$ cat config.mk
export PLATFORM = sky130hd
export DESIGN_NAME = msc_ctrl
export DESIGN_NICKNAME = d
export VERILOG_FILES = /design/src/hw/msc_pkg.sv /design/src/hw/msc_ctrl.sv
export SDC_FILE = /design/constraint.sdc
export NUM_CORES = 1
export LEC_CHECK = 0
export BUFFER_PORTS_ARGS = -buffer_cell sky130_fd_sc_hd__buf_4
export CORE_UTILIZATION = 45
export DETAILED_ROUTE_END_ITERATION = 7
export GPL_ROUTABILITY_DRIVEN = 1
export HOLD_SLACK_MARGIN = 0.08
export SLEW_MARGIN = 0
export SYNTH_ARGS = -nofsm -noshare
export SYNTH_HDL_FRONTEND = slang
export SYNTH_SLANG_ARGS = --single-unit
$ cat constraint.sdc
create_clock -name clk_sys -period 3.7 [get_ports clk_sys]
set_input_delay 0.74 -clock clk_sys [delete_from_list [all_inputs] [get_ports clk_sys]]
set_output_delay 0.74 -clock clk_sys [all_outputs]
set_load 0.05 [all_outputs]
$ cat src/hw/msc_pkg.sv
package msc_pkg;
  localparam int AW = 4;
  localparam int DW = 8;
  localparam int NPIN = 8;
  localparam int SHARED_PIN_IDX = 5;

  // register indices on the plain register port
  localparam logic [AW-1:0] A_CLOCK_MODE = 4'h0;
  localparam logic [AW-1:0] A_AUX_CTRL   = 4'h1;
  localparam logic [AW-1:0] A_PIN_WAKE   = 4'h2;
  localparam logic [AW-1:0] A_IRQ_EN     = 4'h3;
  localparam logic [AW-1:0] A_IRQ_REQ    = 4'h4;
  localparam logic [AW-1:0] A_T16_MODE   = 4'h5;
  localparam logic [AW-1:0] A_PIN_CTRL   = 4'h6;
  localparam logic [AW-1:0] A_T16_LO     = 4'h7;
  localparam logic [AW-1:0] A_T16_HI     = 4'h8;
  localparam logic [AW-1:0] A_EVT_STAT   = 4'h9;
  localparam logic [AW-1:0] A_EVT_CLR    = 4'ha;
  localparam logic [AW-1:0] A_EVT_EN     = 4'hb;

  // clock_mode_reg fields
  localparam int CM_PIN_RST = 0;
  localparam int CM_WDT_EN  = 1;
  localparam int CM_LRC_EN  = 2;
  localparam int CM_HRC_EN  = 4;
  localparam int CM_SEL_LSB = 5;
  localparam logic [DW-1:0] CLOCK_MODE_RST = 8'h04;

  // auxiliary control fields
  localparam int AUX_WDT_LSB   = 0;
  localparam int AUX_LVR_DIS   = 2;
  localparam int AUX_FAST_WAKE = 3;

  // timer16_mode fields
  localparam int T16_SEL_LSB  = 0;
  localparam int T16_RUN      = 3;
  localparam int T16_RESTART  = 4;
  localparam int T16_BASE_BIT = 8;
  localparam int IRQ_T16      = 2;

  // shared pin control fields
  localparam int PC_OUT_MODE = 0;
  localparam int PC_OUT_LVL  = 1;

  // event status bits
  localparam int EV_T16  = 0;
  localparam int EV_WAKE = 1;
  localparam int EV_WDT  = 2;
  localparam int EV_XRST = 3;
  localparam int EV_LVR  = 4;
  localparam int EVW     = 5;

  // watchdog timeout multiples of one K of low-speed periods
  localparam int WDT_MUL0 = 8;
  localparam int WDT_MUL1 = 16;
  localparam int WDT_MUL2 = 64;
  localparam int WDT_MUL3 = 256;
  localparam int FAST_WAKE_LRC = 32;

  typedef enum logic [1:0] {PWR_RUN, PWR_SLEEP, PWR_WAKE} msc_pwr_e;
endpackage

$ cat src/hw/msc_ctrl.sv
// Decided for this implementation: the strobed register port and the register addresses.
`timescale 1ns/1ps
// Function
// - shared pin output is open-drain only, never driven high
// - clock mode bit 0 set and pin input makes it external reset
// - entering the service routine clears global interrupt enable
// - return from interrupt sets global interrupt enable again
// - interrupt enable and request registers must be written before use
// - global disable blocks cpu_irq until enabled again; evt_irq is not gated by it
// - watchdog stops and stays inactive while low-speed oscillator is off
// - timer interrupt on each rising edge of selected count bit
// - after timer restart next interrupt comes at next rising edge
// - low-voltage reset acts only after power-on has completed
// - auxiliary bit 2 set disables low-voltage reset
// - watchdog period codes give 8K, 16K, 64K, 256K slow periods
// - fast wake-up resumes after 32 low-speed oscillator periods
module msc_ctrl #(
  parameter int WDT_UNIT       = 1024,
  parameter int SLOW_WAKE_LRC  = 1024
) (
  input  wire logic                      clk_sys,
  input  wire logic                      rst,
  input  wire logic                      ce,
  input  wire logic [msc_pkg::AW-1:0]    reg_addr,
  input  wire logic [msc_pkg::DW-1:0]    reg_wdata,
  input  wire logic                      reg_wr,
  input  wire logic                      reg_rd,
  output logic      [msc_pkg::DW-1:0]    reg_rdata,
  input  wire logic                      isr_enter,
  input  wire logic                      reti_exec,
  input  wire logic                      engint_exec,
  input  wire logic                      disgint_exec,
  input  wire logic                      wdreset_exec,
  input  wire logic                      sleep_req,
  input  wire logic [msc_pkg::DW-1:0]    irq_src,
  input  wire logic                      t16_tick,
  input  wire logic [msc_pkg::NPIN-1:0]  pin_in,
  input  wire logic                      lrc_clk_in,
  input  wire logic                      por_done,
  input  wire logic                      lvr_trip,
  output logic                           shared_reset_pin_out,
  output logic                           shared_reset_pin_oe,
  output logic                           external_reset_input,
  output logic                           chip_reset,
  output logic                           cpu_irq,
  output logic                           gie,
  output logic                           cpu_run,
  output logic                           evt_irq,
  output logic                           low_speed_rc_osc_en,
  output logic                           high_speed_rc_osc_en,
  output logic      [2:0]                clk_src_sel,
  output logic                           lvr_armed
);
  import msc_pkg::*;

  localparam int WDTW = $clog2(WDT_UNIT * WDT_MUL3) + 1;

  typedef struct packed {
    logic [NPIN-1:0] pin_s1;
    logic [NPIN-1:0] pin_s2;
    logic [NPIN-1:0] pin_d;
    logic            lrc_s1;
    logic            lrc_s2;
    logic            lrc_d;
    logic            por_s1;
    logic            por_s2;
    logic            lvr_s1;
    logic            lvr_s2;
    logic [DW-1:0]   clock_mode_reg;
    logic [DW-1:0]   aux_ctrl;
    logic [DW-1:0]   pin_wake_enable;
    logic [DW-1:0]   irq_enable_reg;
    logic [DW-1:0]   irq_request_reg;
    logic [DW-1:0]   timer16_mode;
    logic [DW-1:0]   pin_ctrl;
    logic [15:0]     t16_cnt;
    logic [EVW-1:0]  evt_stat;
    logic [EVW-1:0]  evt_en;
    logic            gie;
    logic [WDTW-1:0] wdt_cnt;
    logic [15:0]     wake_cnt;
    msc_pwr_e        pwr;
    logic            chip_reset;
    logic            xrst;
    logic [DW-1:0]   rdata;
  } msc_state_s;

  msc_state_s      s;
  msc_state_s      next_s;
  logic            lrc_rise;
  logic [15:0]     t16_next;
  logic [3:0]      t16_idx;
  logic            t16_edge;
  logic [WDTW-1:0] wdt_lim;
  logic            wdt_active;
  logic            wdt_fire;
  logic [15:0]     wake_len;
  logic            wake_evt;
  logic            xrst;
  logic            lvr_fire;
  logic [EVW-1:0]  evt_set;
  logic [DW-1:0]   irq_set;
  logic            wr_any;

  always_comb begin
    next_s   = s;
    wr_any   = reg_wr;
    next_s.rdata      = '0;
    next_s.chip_reset = 1'h0;

    // two-stage synchronisers; only the second stage and its delayed copy feed logic
    next_s.pin_s1 = pin_in;
    next_s.pin_s2 = s.pin_s1;
    next_s.pin_d  = s.pin_s2;
    next_s.lrc_s1 = lrc_clk_in;
    next_s.lrc_s2 = s.lrc_s1;
    next_s.lrc_d  = s.lrc_s2;
    next_s.por_s1 = por_done;
    next_s.por_s2 = s.por_s1;
    next_s.lvr_s1 = lvr_trip;
    next_s.lvr_s2 = s.lvr_s1;
    lrc_rise = s.lrc_s2 & ~s.lrc_d;

    // global enable: entry and disable win over a same-cycle enable
    if (engint_exec || reti_exec) begin
      next_s.gie = 1'h1;
    end
    if (disgint_exec || isr_enter) begin
      next_s.gie = 1'h0;
    end

    // 16-bit timer; interrupt on a 0-to-1 step of the chosen count bit
    // selection picks count bit 8 to 15; bit 8 gives one request per 512 counts
    t16_idx  = 4'(T16_BASE_BIT) + {1'h0, s.timer16_mode[T16_SEL_LSB +: 3]};
    t16_next = s.t16_cnt;
    if (s.timer16_mode[T16_RUN] && t16_tick) begin
      t16_next = s.t16_cnt + 16'h0001;
    end
    t16_edge = ~s.t16_cnt[t16_idx] & t16_next[t16_idx];
    next_s.t16_cnt = t16_next;

    // external reset through the shared pin, active low, input mode only
    xrst = s.clock_mode_reg[CM_PIN_RST] & ~s.pin_ctrl[PC_OUT_MODE]
         & ~s.pin_s2[SHARED_PIN_IDX];
    // registered copy lags one cycle but gives the event flag a clean edge
    next_s.xrst = xrst;

    // low-voltage reset only once power-on is done and not disabled
    lvr_fire = s.por_s2 & ~s.aux_ctrl[AUX_LVR_DIS] & s.lvr_s2;

    // watchdog counts low-speed periods; frozen while that oscillator is off
    unique case (s.aux_ctrl[AUX_WDT_LSB +: 2])
      2'h0: wdt_lim = WDTW'(WDT_UNIT * WDT_MUL0 - 1);
      2'h1: wdt_lim = WDTW'(WDT_UNIT * WDT_MUL1 - 1);
      2'h2: wdt_lim = WDTW'(WDT_UNIT * WDT_MUL2 - 1);
      2'h3: wdt_lim = WDTW'(WDT_UNIT * WDT_MUL3 - 1);
    endcase
    wdt_active = s.clock_mode_reg[CM_LRC_EN] & s.clock_mode_reg[CM_WDT_EN];
    wdt_fire   = 1'h0;
    // count is held, not cleared, while inactive; only the clear instruction restarts it
    if (wdreset_exec) begin
      next_s.wdt_cnt = '0;
    end else if (wdt_active && lrc_rise) begin
      if (s.wdt_cnt >= wdt_lim) begin
        next_s.wdt_cnt = '0;
        wdt_fire       = 1'h1;
      end else begin
        next_s.wdt_cnt = s.wdt_cnt + WDTW'(1);
      end
    end
    next_s.chip_reset = wdt_fire | xrst | lvr_fire;

    // sleep and wake-up sequencing
    wake_evt = |((s.pin_s2 ^ s.pin_d) & s.pin_wake_enable);
    wake_len = s.aux_ctrl[AUX_FAST_WAKE] ? 16'(FAST_WAKE_LRC - 1)
                                         : 16'(SLOW_WAKE_LRC - 1);
    // the wake count stalls if the slow oscillator is stopped from outside
    unique case (s.pwr)
      PWR_RUN: begin
        if (sleep_req) begin
          next_s.pwr = PWR_SLEEP;
        end
      end
      PWR_SLEEP: begin
        if (wake_evt) begin
          next_s.pwr      = PWR_WAKE;
          next_s.wake_cnt = '0;
        end
      end
      PWR_WAKE: begin
        if (lrc_rise) begin
          if (s.wake_cnt >= wake_len) begin
            next_s.pwr = PWR_RUN;
          end else begin
            next_s.wake_cnt = s.wake_cnt + 16'h0001;
          end
        end
      end
      // the spare state code falls back to run
      default: begin
        next_s.pwr = PWR_RUN;
      end
    endcase

    // event flags
    // sticky: hardware sets them, software clears them by writing ones
    evt_set = '0;
    evt_set[EV_T16]  = t16_edge;
    evt_set[EV_WAKE] = (s.pwr == PWR_SLEEP) & wake_evt;
    evt_set[EV_WDT]  = wdt_fire;
    evt_set[EV_XRST] = xrst & ~s.xrst;
    evt_set[EV_LVR]  = lvr_fire;
    irq_set = irq_src;
    irq_set[IRQ_T16] = irq_src[IRQ_T16] | t16_edge;

    // register writes
    // a clock switch that also stops the running source is not blocked here
    if (wr_any) begin
      unique case (reg_addr)
        A_CLOCK_MODE: next_s.clock_mode_reg  = reg_wdata;
        A_AUX_CTRL:   next_s.aux_ctrl        = reg_wdata;
        A_PIN_WAKE:   next_s.pin_wake_enable = reg_wdata;
        A_IRQ_EN:     next_s.irq_enable_reg  = reg_wdata;
        A_IRQ_REQ:    next_s.irq_request_reg = reg_wdata;
        A_PIN_CTRL:   next_s.pin_ctrl        = reg_wdata;
        A_T16_LO:     next_s.t16_cnt[7:0]    = reg_wdata;
        A_T16_HI:     next_s.t16_cnt[15:8]   = reg_wdata;
        A_EVT_CLR:    next_s.evt_stat        = s.evt_stat & ~reg_wdata[EVW-1:0];
        A_EVT_EN:     next_s.evt_en          = reg_wdata[EVW-1:0];
        A_T16_MODE: begin
          next_s.timer16_mode = reg_wdata;
          next_s.timer16_mode[T16_RESTART] = 1'h0;
          // restart zeroes the count so no stale edge is seen
          if (reg_wdata[T16_RESTART]) begin
            next_s.t16_cnt = '0;
          end
        end
        default: begin
          // status index and unused indices: writes are dropped
        end
      endcase
    end

    // hardware sets win over a same-cycle software clear
    next_s.irq_request_reg = next_s.irq_request_reg | irq_set;
    next_s.evt_stat        = next_s.evt_stat | evt_set;

    // register reads, data in the following cycle
    if (reg_rd) begin
      unique case (reg_addr)
        A_CLOCK_MODE: next_s.rdata = s.clock_mode_reg;
        A_AUX_CTRL:   next_s.rdata = s.aux_ctrl;
        A_PIN_WAKE:   next_s.rdata = s.pin_wake_enable;
        A_IRQ_EN:     next_s.rdata = s.irq_enable_reg;
        A_IRQ_REQ:    next_s.rdata = s.irq_request_reg;
        A_T16_MODE:   next_s.rdata = s.timer16_mode;
        A_PIN_CTRL:   next_s.rdata = s.pin_ctrl;
        A_T16_LO:     next_s.rdata = s.t16_cnt[7:0];
        A_T16_HI:     next_s.rdata = s.t16_cnt[15:8];
        A_EVT_STAT:   next_s.rdata = DW'(s.evt_stat);
        A_EVT_EN:     next_s.rdata = DW'(s.evt_en);
        default:      next_s.rdata = '0;
      endcase
    end
  end

  // reset acts even while the clock enable is low
  always_ff @(posedge clk_sys) begin
    if (rst) begin
      s                <= '0;
      s.clock_mode_reg <= CLOCK_MODE_RST;
      s.pwr            <= PWR_RUN;
      // pins idle high on their pull-ups; resetting low would fake a wake edge
      s.pin_s1         <= '1;
      s.pin_s2         <= '1;
      s.pin_d          <= '1;
    end else if (ce) begin
      s <= next_s;
    end
  end

  assign reg_rdata            = s.rdata;
  // open drain: only ever pulls low, high comes from an outside pull-up
  assign shared_reset_pin_out = 1'h0;
  assign shared_reset_pin_oe  = s.pin_ctrl[PC_OUT_MODE] & ~s.pin_ctrl[PC_OUT_LVL];
  assign external_reset_input = s.xrst;
  assign chip_reset           = s.chip_reset;
  assign gie                  = s.gie;
  // nothing reaches the core on cpu_irq while global enable is low
  assign cpu_irq              = s.gie & |(s.irq_request_reg & s.irq_enable_reg);
  assign cpu_run              = (s.pwr == PWR_RUN);
  assign evt_irq              = |(s.evt_stat & s.evt_en);
  assign low_speed_rc_osc_en  = s.clock_mode_reg[CM_LRC_EN];
  assign high_speed_rc_osc_en = s.clock_mode_reg[CM_HRC_EN];
  assign clk_src_sel          = s.clock_mode_reg[CM_SEL_LSB +: 3];
  assign lvr_armed            = s.por_s2 & ~s.aux_ctrl[AUX_LVR_DIS];

endmodule // msc_ctrl

# Word level (Yosys, flattened, before mapping)
# Index checks and enable logic that the tools add are counted.
dict set report totals {
  inputBits 43
  ff_bits 160
  wordCells 141
  output_inout_bits 22
}
dict set report classes {
  n_lt_le_gt_ge 3
  bitwise_logic 29
  n_eq_ne 21
  reduce_logical 24
  n_addsub 4
  muxes 33
}
# cell n
set op_table {}
lappend op_table {{$pmux W8 S11} 1}
lappend op_table {{$pmux W19 S4} 1}
lappend op_table {{$mux W19} 3}
lappend op_table {{$mux W50} 1}
lappend op_table {{$mux W16} 3}
lappend op_table {{$mux W18} 2}
lappend op_table {{$add A16 B1 Y16 const B} 2}
lappend op_table {{$mux W8} 4}
lappend op_table {{$pmux W16 S2} 1}
lappend op_table {{$pmux W8 S2} 2}
lappend op_table {{$reduce_and A3 Y1} 7}
lappend op_table {{$add A19 B1 Y19 const B} 1}
lappend op_table {{$ge A19 B19 Y1} 1}
lappend op_table {{$and A8 B8 Y8} 2}
lappend op_table {{$eq A4 B3 Y1 const B} 4}
lappend op_table {{$eq A4 B4 Y1 const B} 4}
lappend op_table {{$ge A16 B10 Y1} 1}
lappend op_table {{$reduce_or A8 Y1} 2}
lappend op_table {{$and A1 B1 Y1} 11}
lappend op_table {{$and A5 B5 Y5} 2}
lappend op_table {{$mux W10} 1}
lappend op_table {{$mux W5} 2}
lappend op_table {{$ne A2 B2 Y1 const B} 5}
lappend op_table {{$reduce_and A5 Y1} 2}
lappend op_table {{other kinds (23)} 49}

# Longest topological paths before layout
# Gate-level depths: netlist of the first run.
dict set report depth {
  depth_word 8
  mapped_depth 8
  mapped_depth_nobuf 7
}

# Least setup slack after synthesis of the first run
# No wires, ideal clock.
dict set report synth_timing {
  kind {reg-to-output}
  start {reg s (netlist bit gie)}
  end {out cpu_irq}
  n_path_buf 0
  t_required_ns 2.960
  stages_incl_launch_ff 3
  arrival_time_ns 1.570
  path_slack_ns 1.390
  cell_sequence {dfxtp_1 inv_1 a41oi_1}
}
dict set report synth_via {
  elab_chain_cells 1
}
# element line
set synth_rtl {}
lappend synth_rtl {{from (decl)} msc_ctrl.sv:88} ;# msc_state_s s;
lappend synth_rtl {{from (signal assigned)} msc_ctrl.sv:278} ;# s <= next_s;
lappend synth_rtl {{$and A1 B1 Y1} msc_ctrl.sv:290} ;# assign cpu_irq = s.gie & |(s.irq_request_reg & s.irq_enable_reg);
lappend synth_rtl {{to (decl)} msc_ctrl.sv:45} ;# output logic cpu_irq,
# Every way passes these cells.

# Worst setup path in the final report of the first run
dict set report layout_timing {
  start {reg s[117] in the netlist's numbering}
  end {reg s[21] in the netlist's numbering}
}
dict set report layout_via {
  elab_chain_cells 4
}
# element line
set layout_rtl {}
lappend layout_rtl {{$mux W10} msc_ctrl.sv:175} ;# wake_len = s.aux_ctrl[AUX_FAST_WAKE] ? 16'(FAST_WAKE_LRC - 1)
lappend layout_rtl {{$ge A16 B10 Y1} msc_ctrl.sv:192} ;# if (s.wake_cnt >= wake_len) begin
lappend layout_rtl {{$ne A2 B2 Y1 (no line)} n/a}
lappend layout_rtl {{$reduce_and A5 Y1 (no line)} n/a}
# Every way passes these cells.
# A chain may end at the register's enable or synchronous reset.

==> flow_metrics.py, run 1 <==
metrics = {
    "floorplanning": {
        "io_pins": 65,
        "fp.coreArea_sq_um": 18800,
        "die_x_um": 141,
        "chipHeight_um": 141,
        "dieArea_sq_um": 19800,
        "rows": 50,
        "initial_core_util_pct": 46.2,
    },
    "sta": {
        "fmax_mhz": 387,
        "fin_crit_sh_pct": 69.8,
        "report.final.slew_viol_count": 0,
        "max_slew_margin_pct": 28.1,
        "worstMarginPinSlew_ns": 1.07,
        "min_period_ns": 2.58,
        "setup_tns_ns": 0,
        "rsz0062_at_grt": "false",
        "fin_worst_skew_ns": 0.0119,
        "setup_viol": 0,
        "hold_viol": 0,
    },
    "critical_path": {
        "critPathRequiredTime_ns": 4.07,
        "startpoint_type": "flip-flop",
        "end_kind": "flip-flop",
        "rr_startpoint": "s[117]",
        "r2r_end": "s[21]",
        "path_max_fanout": 11,
        "reg2reg_depth": 6,
        "path_class": "flip-flop to flip-flop",
        "rrSetupSlack_ns": 1.12,
        "critPathArrivalTime_ns": 2.95,
    },
    "yosys": {
        "syn_inst": 1005,
        "yosys_most_used_dff": "dfxtp_1",
        "synth_edf_count": 0,
        "ys_seq_elements": 160,
        "yosys.area_share.simple_pct": 22.7,
        "avgSynthCellArea_sq_um": 8.63,
        "ys_seq_area_share_pct": 37.0,
        "ys_warn_count": 0,
        "synthMuxAreaShare_pct": 12.2,
        "ys_types": 82,
        "synth_xor_area_share_pct": 2.53,
        "synthArstFlopShare_pct": 0,
        "synth_fa_ha_area_share_pct": 1.88,
        "synth_top_family_by_area": "simple AND/OR/NAND/NOR gates",
        "syn-cell-area_sq_um": 8670,
        "syn_nets": 1061,
        "synth_compound_area_share_pct": 17.7,
    },
    "pwr": {
        "p_int_mw": 2.77,
        "p_seq_share_pct": 46.1,
        "p_switching_mw": 1.10,
        "vdd_ir_drop_max_v": 0.000295,
        "combPwrFrac_pct": 8.3,
        "pwr-share-clk_pct": 45.6,
        "p_leak_nw": 3.57,
        "sw_frac_of_total_pct": 28.5,
        "power_density_nw_per_um2": 400,
    },
    "route": {
        "finalWirelength_um": 24800,
        "dr_total_vias": 7600,
        "firstDrtPassIters": 5,
        "drc": 0,
        "drtIter0Drc": 646,
        "vias_per_cell": 6.04,
        "antenna_left": 0,
        "wire_per_inst_um": 19.7,
    },
    "run_status": {
        "status": "finished clean",
    },
    "clock_tree": {
        "clk_path_buf_depth": 2,
        "ctsResizeCount": 0,
        "cts_setup_buffers": 0,
        "ctsHoldBuffers": 0,
        "path_clk_slew_ns": 0.07,
        "root_buffer": "clkbuf_16",
        "numCtsBuffers": 17,
        "cts_sinks": 160,
        "cts_tree": "done",
        "insertion_delay_ns": 0.44,
        "htree_levels": 4,
    },
    "global_routing": {
        "grt_pass1_vias": 6716,
        "grt_overflow": 0,
        "grt_max_degree": 45,
        "grt_pass1_wl_um": 38900,
        "grt_usage_pct": 25.4,
        "antenna_found_initial": 0,
    },
    "final_layout": {
        "nFillCells": 1830,
        "layout-drive-gt1-share_pct": 14.0,
        "nets": 1067,
        "num_antenna_cells": 0,
        "layout.cells.non_filler": 1258,
        "syn_to_final_growth_pct": 11.8,
    },
    "worst_hold_path": {
        "hp-start": "s[26]",
        "min_to": "s[26]",
        "hp-class": "flip-flop to flip-flop",
        "hold_path_depth": 1,
    },
    "place": {
        "place.gp.congestion": 0.933,
        "dp.cells": 1226,
        "port_buffers": 63,
        "dp_hpwl_um": 17200,
    },
    "flow_run": {
        "cap_violations": 0,
    },
}
[cell usage in the layout, fill, tap and decap left out, types with 7 or more instances in the layout]
cell type	synthesis	layout
a211oi_1	9	9
a21oi_1	51	51
a221oi_1	7	7
a22oi_1	24	24
and2_1	11	11
and3_1	14	14
and4_1	7	7
buf_4	16	72
clkbuf_16	0	17
dfxtp_1	160	160
ha_1	13	13
inv_1	27	27
mux2i_1	83	83
nand2_1	96	96
nand3_1	34	34
nand4_1	10	10
nor2_1	103	103
nor2b_1	16	16
nor3_1	16	16
nor3b_1	7	7
nor4_1	7	7
o211ai_1	15	15
o21ai_0	31	31
o21ai_1	7	7
o22ai_1	8	8
o32ai_1	13	13
or3_1	12	12
xnor2_1	13	13
xor2_1	12	12
[Yosys cell counts (7+ instances only)]
| library cell | instances | area, sq um |
|---|---|---|
| a211oi_1 | 9 | 67.6 |
| a21oi_1 | 51 | 255 |
| a221oi_1 | 7 | 61.3 |
| a22oi_1 | 24 | 180 |
| and2_1 | 11 | 68.8 |
| and3_1 | 14 | 87.6 |
| and4_1 | 7 | 61.3 |
| buf_1 | 7 | 26.3 |
| buf_2 | 16 | 80.1 |
| buf_4 | 16 | 120 |
| clkbuf_1 | 44 | 165 |
| dfxtp_1 | 160 | 3200 |
| ha_1 | 13 | 163 |
| inv_1 | 27 | 101 |
| mux2i_1 | 83 | 831 |
| nand2_1 | 96 | 360 |
| nand3_1 | 34 | 170 |
| nand4_1 | 10 | 62.6 |
| nor2_1 | 103 | 387 |
| nor2b_1 | 16 | 100 |
| nor3_1 | 16 | 80.1 |
| nor3b_1 | 7 | 52.6 |
| nor4_1 | 7 | 43.8 |
| o211ai_1 | 15 | 113 |
| o21ai_0 | 31 | 155 |
| o21ai_1 | 7 | 35.0 |
| o22ai_1 | 8 | 50.1 |
| o32ai_1 | 13 | 114 |
| or3_1 | 12 | 75.1 |
| xnor2_1 | 13 | 114 |
| xor2_1 | 12 | 105 |
[worst max path at each step]
stage | startpoint | end | slack [ns] | cells past startpoint
after floorplan | gie | cpu_irq | 1.39 | 2
after global placement | wdreset_exec | s[46] | 1.13 | 5
after detailed placement | wdreset_exec | s[37] | 1.09 | 5
after CTS | s[117] | s[21] | 1.12 | 6
after global routing | s[117] | s[21] | 0.98 | 6
final | s[117] | s[21] | 1.12 | 6
[kinds of logic (layout without fill, tap and decap cells)]
group                      after synthesis  after routing
adders and majority gates               13             13
xor gates and xnor gates                25             25
DFF                                    160            160
and+or+nand+nor                        373            373
muxes                                   97             97
buffers and inverters                  114            133
AOI/OAI and AO/OA                      222            222
other                                    1              1
[critical path, stage by stage, from the launching register on]
cell      delay (ns)
dfxtp_1         0.49
ha_1            0.32
and3_1          0.17
nor4_1          0.35
o211ai_1        0.51
o32ai_1         0.46
mux2i_1         0.21
[power groups by stage]
stage	Clock, mW	Sequential [mW]	Combinational, mW
final	1.77	1.79	0.321
after global routing	1.86	1.79	0.346
after CTS	1.79	1.79	0.318
after detailed placement	0	1.83	0.317
after global placement	0	1.83	0.317
after floorplan	0	1.82	0.215
[metrics by stage]
step           cell area [sq um]  power (mW)  util [%]  hold WS (ns)  setup WS [ns]
2_1_floorplan               8670        2.03         -         0.430           1.39
3_3_place_gp                9090        2.14      48.4         0.452           1.13
3_5_place_dp                9090        2.14      48.4         0.454           1.09
4_1_cts                     9690        3.90      51.6         0.473           1.12
5_1_grt                     9690        3.99      51.6         0.491          0.975
6_report                    9690        3.87      51.6         0.469           1.12
[per-layer routing]
metal,vias to the layer above,wire [um],global-route usage [%]
li1,3668,-,-
met1,3656,11900,36.4
met2,249,10900,38.0
met3,27,1590,5.74
met4,0,435,7.21
met5,-,0,0
[flip-flops by register name, summed over array words and instances, names as in the netlist]
register and flops:
reg_rdata 8, gie 1, external_reset_input 1, clk_src_sel 3
next_s 20, s 124, low_speed_rc_osc_en 1, high_speed_rc_osc_en 1
chip_reset 1
[cell type report]
| class | instances | area, sq um | share of cell area, % |
|---|---|---|---|
| multi-input cells | 731 | 4940 | 51.0 |
| repair buffers | 72 | 541 | 5.58 |
| inverters | 29 | 109 | 1.12 |
| flip-flops and latches | 160 | 3200 | 33.1 |
| clock inverters | 15 | 175 | 1.81 |
| clock buffers | 17 | 425 | 4.39 |
| well taps | 234 | 293 | 3.02 |
Note: power is estimated with default switching activity, not from simulation.
==> inputs of run 2 (changes only) <==
==> constraint.sdc (replaced) <==
create_clock -name clk_sys -period 2.6 [get_ports clk_sys]
set_input_delay 0.52 -clock clk_sys [delete_from_list [all_inputs] [get_ports clk_sys]]
set_output_delay 0.52 -clock clk_sys [all_outputs]
set_load 0.05 [all_outputs]
==> run 2 against run 1 <==
Non-clock buffer count increased by 15. Sequential share of layout area shrank 0.38 points. Cell count grew 1.2%. Critical path type unchanged. Worst setup slack worse by 0.85 ns. Flip-flop and latch count stayed put. Clock skew rose by 0.0023 ns. Via count increased by 0.20%. Die area unchanged. Wire length is 1.3% higher. Design area increased by 1.2%.
==> flow_metrics.py, run 2 (synthesis gave the netlist of run 1 again) <==
metrics = {
    "run_status": {
        "status": "finished clean",
    },
    "global_routing": {
        "grt_pass1_vias": 7067,
        "grt_pass1_wl_um": 39700,
        "antenna_found_initial": 0,
        "grt_max_degree": 39,
        "grt_overflow": 0,
        "grt_usage_pct": 26.0,
    },
    "pwr": {
        "power_density_nw_per_um2": 569,
        "p_switching_mw": 1.52,
        "p_leak_nw": 3.65,
        "p_seq_share_pct": 45.6,
        "vdd_ir_drop_max_v": 0.000459,
        "combPwrFrac_pct": 8.4,
        "sw_frac_of_total_pct": 27.2,
        "pwr-share-clk_pct": 46.0,
        "p_int_mw": 4.06,
    },
    "sta": {
        "setup_tns_ns": 0,
        "fmax_mhz": 429,
        "fin_crit_sh_pct": 89.7,
        "worstMarginPinSlew_ns": 0.946,
        "hold_viol": 0,
        "max_slew_margin_pct": 36.5,
        "setup_viol": 0,
        "report.final.slew_viol_count": 0,
        "rsz0062_at_grt": "false",
        "min_period_ns": 2.33,
        "fin_worst_skew_ns": 0.0142,
    },
    "critical_path": {
        "critPathMaxStageDelay_ns": 0.50,
        "path_max_fanout": 13,
        "cp-endpoint": "s[41]",
        "critPathRequiredTime_ns": 2.90,
        "slowest_stage": "and2_1",
        "path_buf_inv": 0,
        "critPathLaunch": "s[115]",
        "critPathTopFamily": "simple AND/OR/NAND/NOR gates",
        "rrSetupSlack_ns": 0.27,
        "worst-path-stages": 7,
        "rr_startpoint": "s[115]",
        "path_class": "flip-flop to flip-flop",
        "startpoint_type": "flip-flop",
        "cp_cell_sequence": "nand2_1 > ha_1 > and4b_1 > nand4_1 > o211ai_1 > and2_1 > nor2_1",
        "r2r_end": "s[41]",
        "reg2reg_depth": 7,
        "critPathArrivalTime_ns": 2.63,
        "end_kind": "flip-flop",
    },
    "route": {
        "firstDrtPassIters": 5,
        "drc": 0,
        "dr_total_vias": 7615,
        "m1WireLength_um": 12000,
        "drtIter0Drc": 682,
        "routed-wl-met3_um": 1460,
        "route.met2.wl_um": 11100,
        "vias_per_cell": 5.98,
        "finalWirelength_um": 25100,
        "wire_per_inst_um": 19.8,
        "antenna_left": 0,
        "routed.top_layer": "met4",
    },
    "final_layout": {
        "layout-drive-gt1-share_pct": 15.2,
        "num_antenna_cells": 0,
        "finish.utilization_pct": 52.2,
        "largest_reg_flops": 124,
        "final_common_cell": "dfxtp_1",
        "ff_latch_area_sq_um": 3200,
        "regMostFlops": "s",
        "final_cell_mix": "160 x dfxtp_1, 103 x nor2_1, 96 x nand2_1",
        "layout.cells.non_filler": 1273,
        "multiInputGateArea_sq_um": 4940,
        "syn_to_final_growth_pct": 13.1,
        "nFillCells": 1809,
        "nets": 1082,
    },
    "clock_tree": {
        "clk_path_buf_depth": 2,
        "ctsResizeCount": 0,
        "path_clk_slew_ns": 0.07,
        "numCtsBuffers": 17,
        "insertion_delay_ns": 0.44,
        "cts_setup_buffers": 0,
        "htree_levels": 4,
        "cts_sinks": 160,
        "ctsHoldBuffers": 0,
        "root_buffer": "clkbuf_16",
        "cts_tree": "done",
    },
    "place": {
        "place.gp.congestion": 0.900,
        "dp_hpwl_um": 17700,
        "dp.cells": 1241,
        "port_buffers": 63,
    },
    "floorplanning": {
        "die_x_um": 141,
        "rows": 50,
        "initial_core_util_pct": 46.2,
        "dieArea_sq_um": 19800,
        "fp.coreArea_sq_um": 18800,
        "chipHeight_um": 141,
        "io_pins": 65,
    },
    "flow_run": {
        "cap_violations": 0,
    },
    "worst_hold_path": {
        "hp-class": "input port to flip-flop",
    },
}
[run 2: cell types whose count changed in the layout (fill, tap and decap cells not counted), sizes merged]
cell    previous run  this run
buf               72        87
bufinv             0         1
clkbuf            17        18
clkinv             9         3
inv               34        38
[run 2: worst min-delay path by stage]
| stage | end | depth (start not counted) | slack (ns) | start |
|---|---|---|---|---|
| after floorplan | s[27] | 1 | 0.43 | s[27] |
| after detailed placement | s[125] | 2 | 0.45 | s[125] |
| after global placement | s[125] | 2 | 0.45 | s[125] |
| final | next_s[151] | 3 | 0.29 | pin_in[6] |
| after global routing | next_s[146] | 3 | 0.30 | pin_in[1] |
| after CTS | next_s[151] | 3 | 0.29 | pin_in[6] |
[run 2: power groups by stage]
stage	logic, mW	registers, mW	clock network [mW]
4_1_cts	0.464	2.54	2.61
3_3_place_gp	0.460	2.60	0
3_5_place_dp	0.463	2.60	0
2_1_floorplan	0.306	2.58	0
5_1_grt	0.503	2.55	2.72
6_report	0.467	2.54	2.56
[run 2: layout make-up]
cell class                 count  area share, %
tap                          234           2.99
clock inverter                14           1.66
timing repair buffer          87           6.66
multi-input combinational    731           50.4
sequential                   160           32.7
inverter                      29           1.11
clock buffer                  18           4.48
[run 2: stage by stage]
step	setup slack [ns]	cell area (sq um)	hold WS (ns)	power (mW)
final	0.267	9800	0.294	5.57
after global routing	0.0788	9800	0.297	5.77
after CTS	0.241	9800	0.287	5.62
after detailed placement	0.260	9200	0.450	3.06
after global placement	0.330	9200	0.446	3.06
after floorplan	0.510	8670	0.430	2.89
[run 2: worst min-delay path: stages]
cell and delay [ns]:
buf_4 0.07, mux2i_1 0.05, nand2_1 0.06
[run 2: per-layer routing]
layer	global-route usage (%)	up-vias
li1	-	3704
met1	37.6	3615
met2	39.1	258
met3	4.14	38
met4	9.15	0
met5	0	-
==> inputs of run 3 (changes only) <==
--- a/config.mk
+++ b/config.mk
@@ -6,7 +6,7 @@
 export NUM_CORES = 1
 export LEC_CHECK = 0
 export BUFFER_PORTS_ARGS = -buffer_cell sky130_fd_sc_hd__buf_4
-export CORE_UTILIZATION = 45
+export CORE_UTILIZATION = 30
 export DETAILED_ROUTE_END_ITERATION = 7
 export GPL_ROUTABILITY_DRIVEN = 1
 export HOLD_SLACK_MARGIN = 0.08
==> constraint.sdc (replaced) <==
create_clock -name clk_sys -period 2.52 [get_ports clk_sys]
set_input_delay 0.504 -clock clk_sys [delete_from_list [all_inputs] [get_ports clk_sys]]
set_output_delay 0.504 -clock clk_sys [all_outputs]
set_load 0.05 [all_outputs]
==> run 3 against run 2 <==
Utilization fell by 17 points. Register-to-register slack worse by 0.07 ns. Design area up 1.8%. Flip-flop and latch count unchanged. Highest routed layer unchanged.
==> flow_metrics.py, run 3 (synthesis gave the netlist of run 1 again) <==
metrics = {
    "floorplanning": {
        "chipHeight_um": 172,
        "io_pins": 65,
        "dieArea_sq_um": 29600,
        "fp.coreArea_sq_um": 28100,
        "die_x_um": 172,
        "initial_core_util_pct": 30.9,
        "rows": 61,
    },
    "sta": {
        "rsz0062_at_grt": "false",
        "worstMarginPinSlew_ns": 0.723,
        "report.final.slew_viol_count": 0,
        "max_slew_margin_pct": 51.8,
        "fin_worst_skew_ns": 0.00885,
        "fmax_mhz": 431,
        "hold_viol": 0,
        "setup_viol": 0,
        "setup_tns_ns": 0,
        "fin_crit_sh_pct": 92.1,
        "min_period_ns": 2.32,
    },
    "place": {
        "dp_hpwl_um": 18700,
        "place.gp.congestion": 0.906,
        "port_buffers": 63,
        "placed_area_sq_um": 9390,
    },
    "final_layout": {
        "final_common_cell": "dfxtp_1",
        "num_antenna_cells": 0,
        "largest_reg_flops": 124,
        "final_cell_mix": "160 x dfxtp_1, 103 x nor2_1, 96 x nand2_1",
        "regMostFlops": "s",
        "syn_to_final_growth_pct": 15.1,
        "layout-drive-gt1-share_pct": 15.4,
        "nets": 1083,
        "finalInstanceArea_sq_um": 9980,
    },
    "critical_path": {
        "startpoint_type": "flip-flop",
        "critPathRequiredTime_ns": 2.88,
        "cp_cell_sequence": "buf_4 > ha_1 > and3_1 > nor4_1 > o211ai_1 > buf_4 > o32ai_1 > mux2i_1",
        "critPathArrivalTime_ns": 2.67,
        "reg2reg_depth": 8,
        "cp_common_cell": "buf_4",
        "end_kind": "flip-flop",
        "r2r_end": "s[21]",
        "rrSetupSlack_ns": 0.20,
        "critPathMaxStageDelay_ns": 0.39,
        "critPathLaunch": "s[117]",
        "path_max_fanout": 11,
        "rr_startpoint": "s[117]",
        "slowest_stage": "nor4_1",
        "path_class": "flip-flop to flip-flop",
    },
    "clock_tree": {
        "numCtsBuffers": 17,
        "cts_tree": "done",
        "cts_sinks": 160,
        "ctsHoldBuffers": 0,
        "clk_path_buf_depth": 2,
        "cts_setup_buffers": 0,
        "htree_levels": 4,
        "insertion_delay_ns": 0.43,
        "path_clk_slew_ns": 0.07,
        "root_buffer": "clkbuf_16",
    },
    "route": {
        "firstDrtPassIters": 5,
        "dr_total_vias": 7696,
        "finalWirelength_um": 26100,
        "vias_per_cell": 5.43,
        "wire_per_inst_um": 18.4,
        "drc": 0,
        "antenna_left": 0,
        "drtIter0Drc": 771,
    },
    "global_routing": {
        "grt_pass1_wl_um": 40700,
        "grt_overflow": 0,
        "antenna_found_initial": 0,
        "grt_usage_pct": 18.0,
        "grt_pass1_vias": 7182,
        "grt_max_degree": 57,
    },
    "worst_hold_path": {
        "min_to": "next_s[145]",
        "hp-class": "input port to flip-flop",
        "hp-start": "pin_in[0]",
        "hold_path_depth": 3,
    },
    "run_status": {
        "status": "finished clean",
    },
    "pwr": {
        "vdd_ir_drop_max_v": 0.000430,
        "power_density_nw_per_um2": 573,
        "p_leak_nw": 3.66,
    },
    "flow_run": {
        "cap_violations": 0,
    },
}
==> run 3: final cells by class <==
cell class	instances	area (sq um)
clock buffer	18	439
clock inverter	14	149
fill	2935	18100
inverter	29	109
multi-input combinational	731	4940
sequential	160	3200
tap	378	473
timing repair buffer	88	661
==> run 3: stage by stage <==
step                hold slack (ns)  worst slack, ns  instances  power, mW  util (%)
floorplan                     0.430            0.446       1005       2.98         -
global placement              0.447            0.257       1386       3.16      33.4
detailed placement            0.451            0.174       1386       3.16      33.4
CTS                           0.275            0.176       1418       5.76      35.5
global route                  0.283           0.0424       1418       5.90      35.5
finish                        0.283            0.200       1418       5.72      35.5
==> run 3: power by group <==
part	switching [mW]	internal [mW]	leakage, nW
clock	1.18	1.43	0.293
combinational	0.320	0.168	2.07
sequential	0.0498	2.57	1.30
==> run 3: worst max-delay path by stage <==
stage | to | cells after the start
final | s[21] | 8
after CTS | s[36] | 7
after floorplan | cpu_irq | 2
after global placement | s[44] | 7
after global routing | s[31] | 7
after detailed placement | s[43] | 7
==> run 3: repair_timing <==
action,4_1_cts,5_1_grt
setup endpoints to repair,0,1
gates resized for setup,0,1
hold endpoints to repair,0,0
==> run 3: per-layer routing <==
layer | track usage [%] | wire (um)
met1 | 24.6 | 12200
met2 | 28.7 | 11800
met3 | 2.98 | 1490
met4 | 6.04 | 561
met5 | 0 | 0
==> run 3: critical path: cells and delay by family (launching register included) <==
family	cells	cell delay [ns]
buffers and inverters	2	0.39
adder cells (fa/ha/maj)	1	0.17
AND/OR/NAND/NOR	2	0.57
multiplexers	1	0.22
flip-flops	1	0.34
AO/OA/AOI/OAI	2	0.54
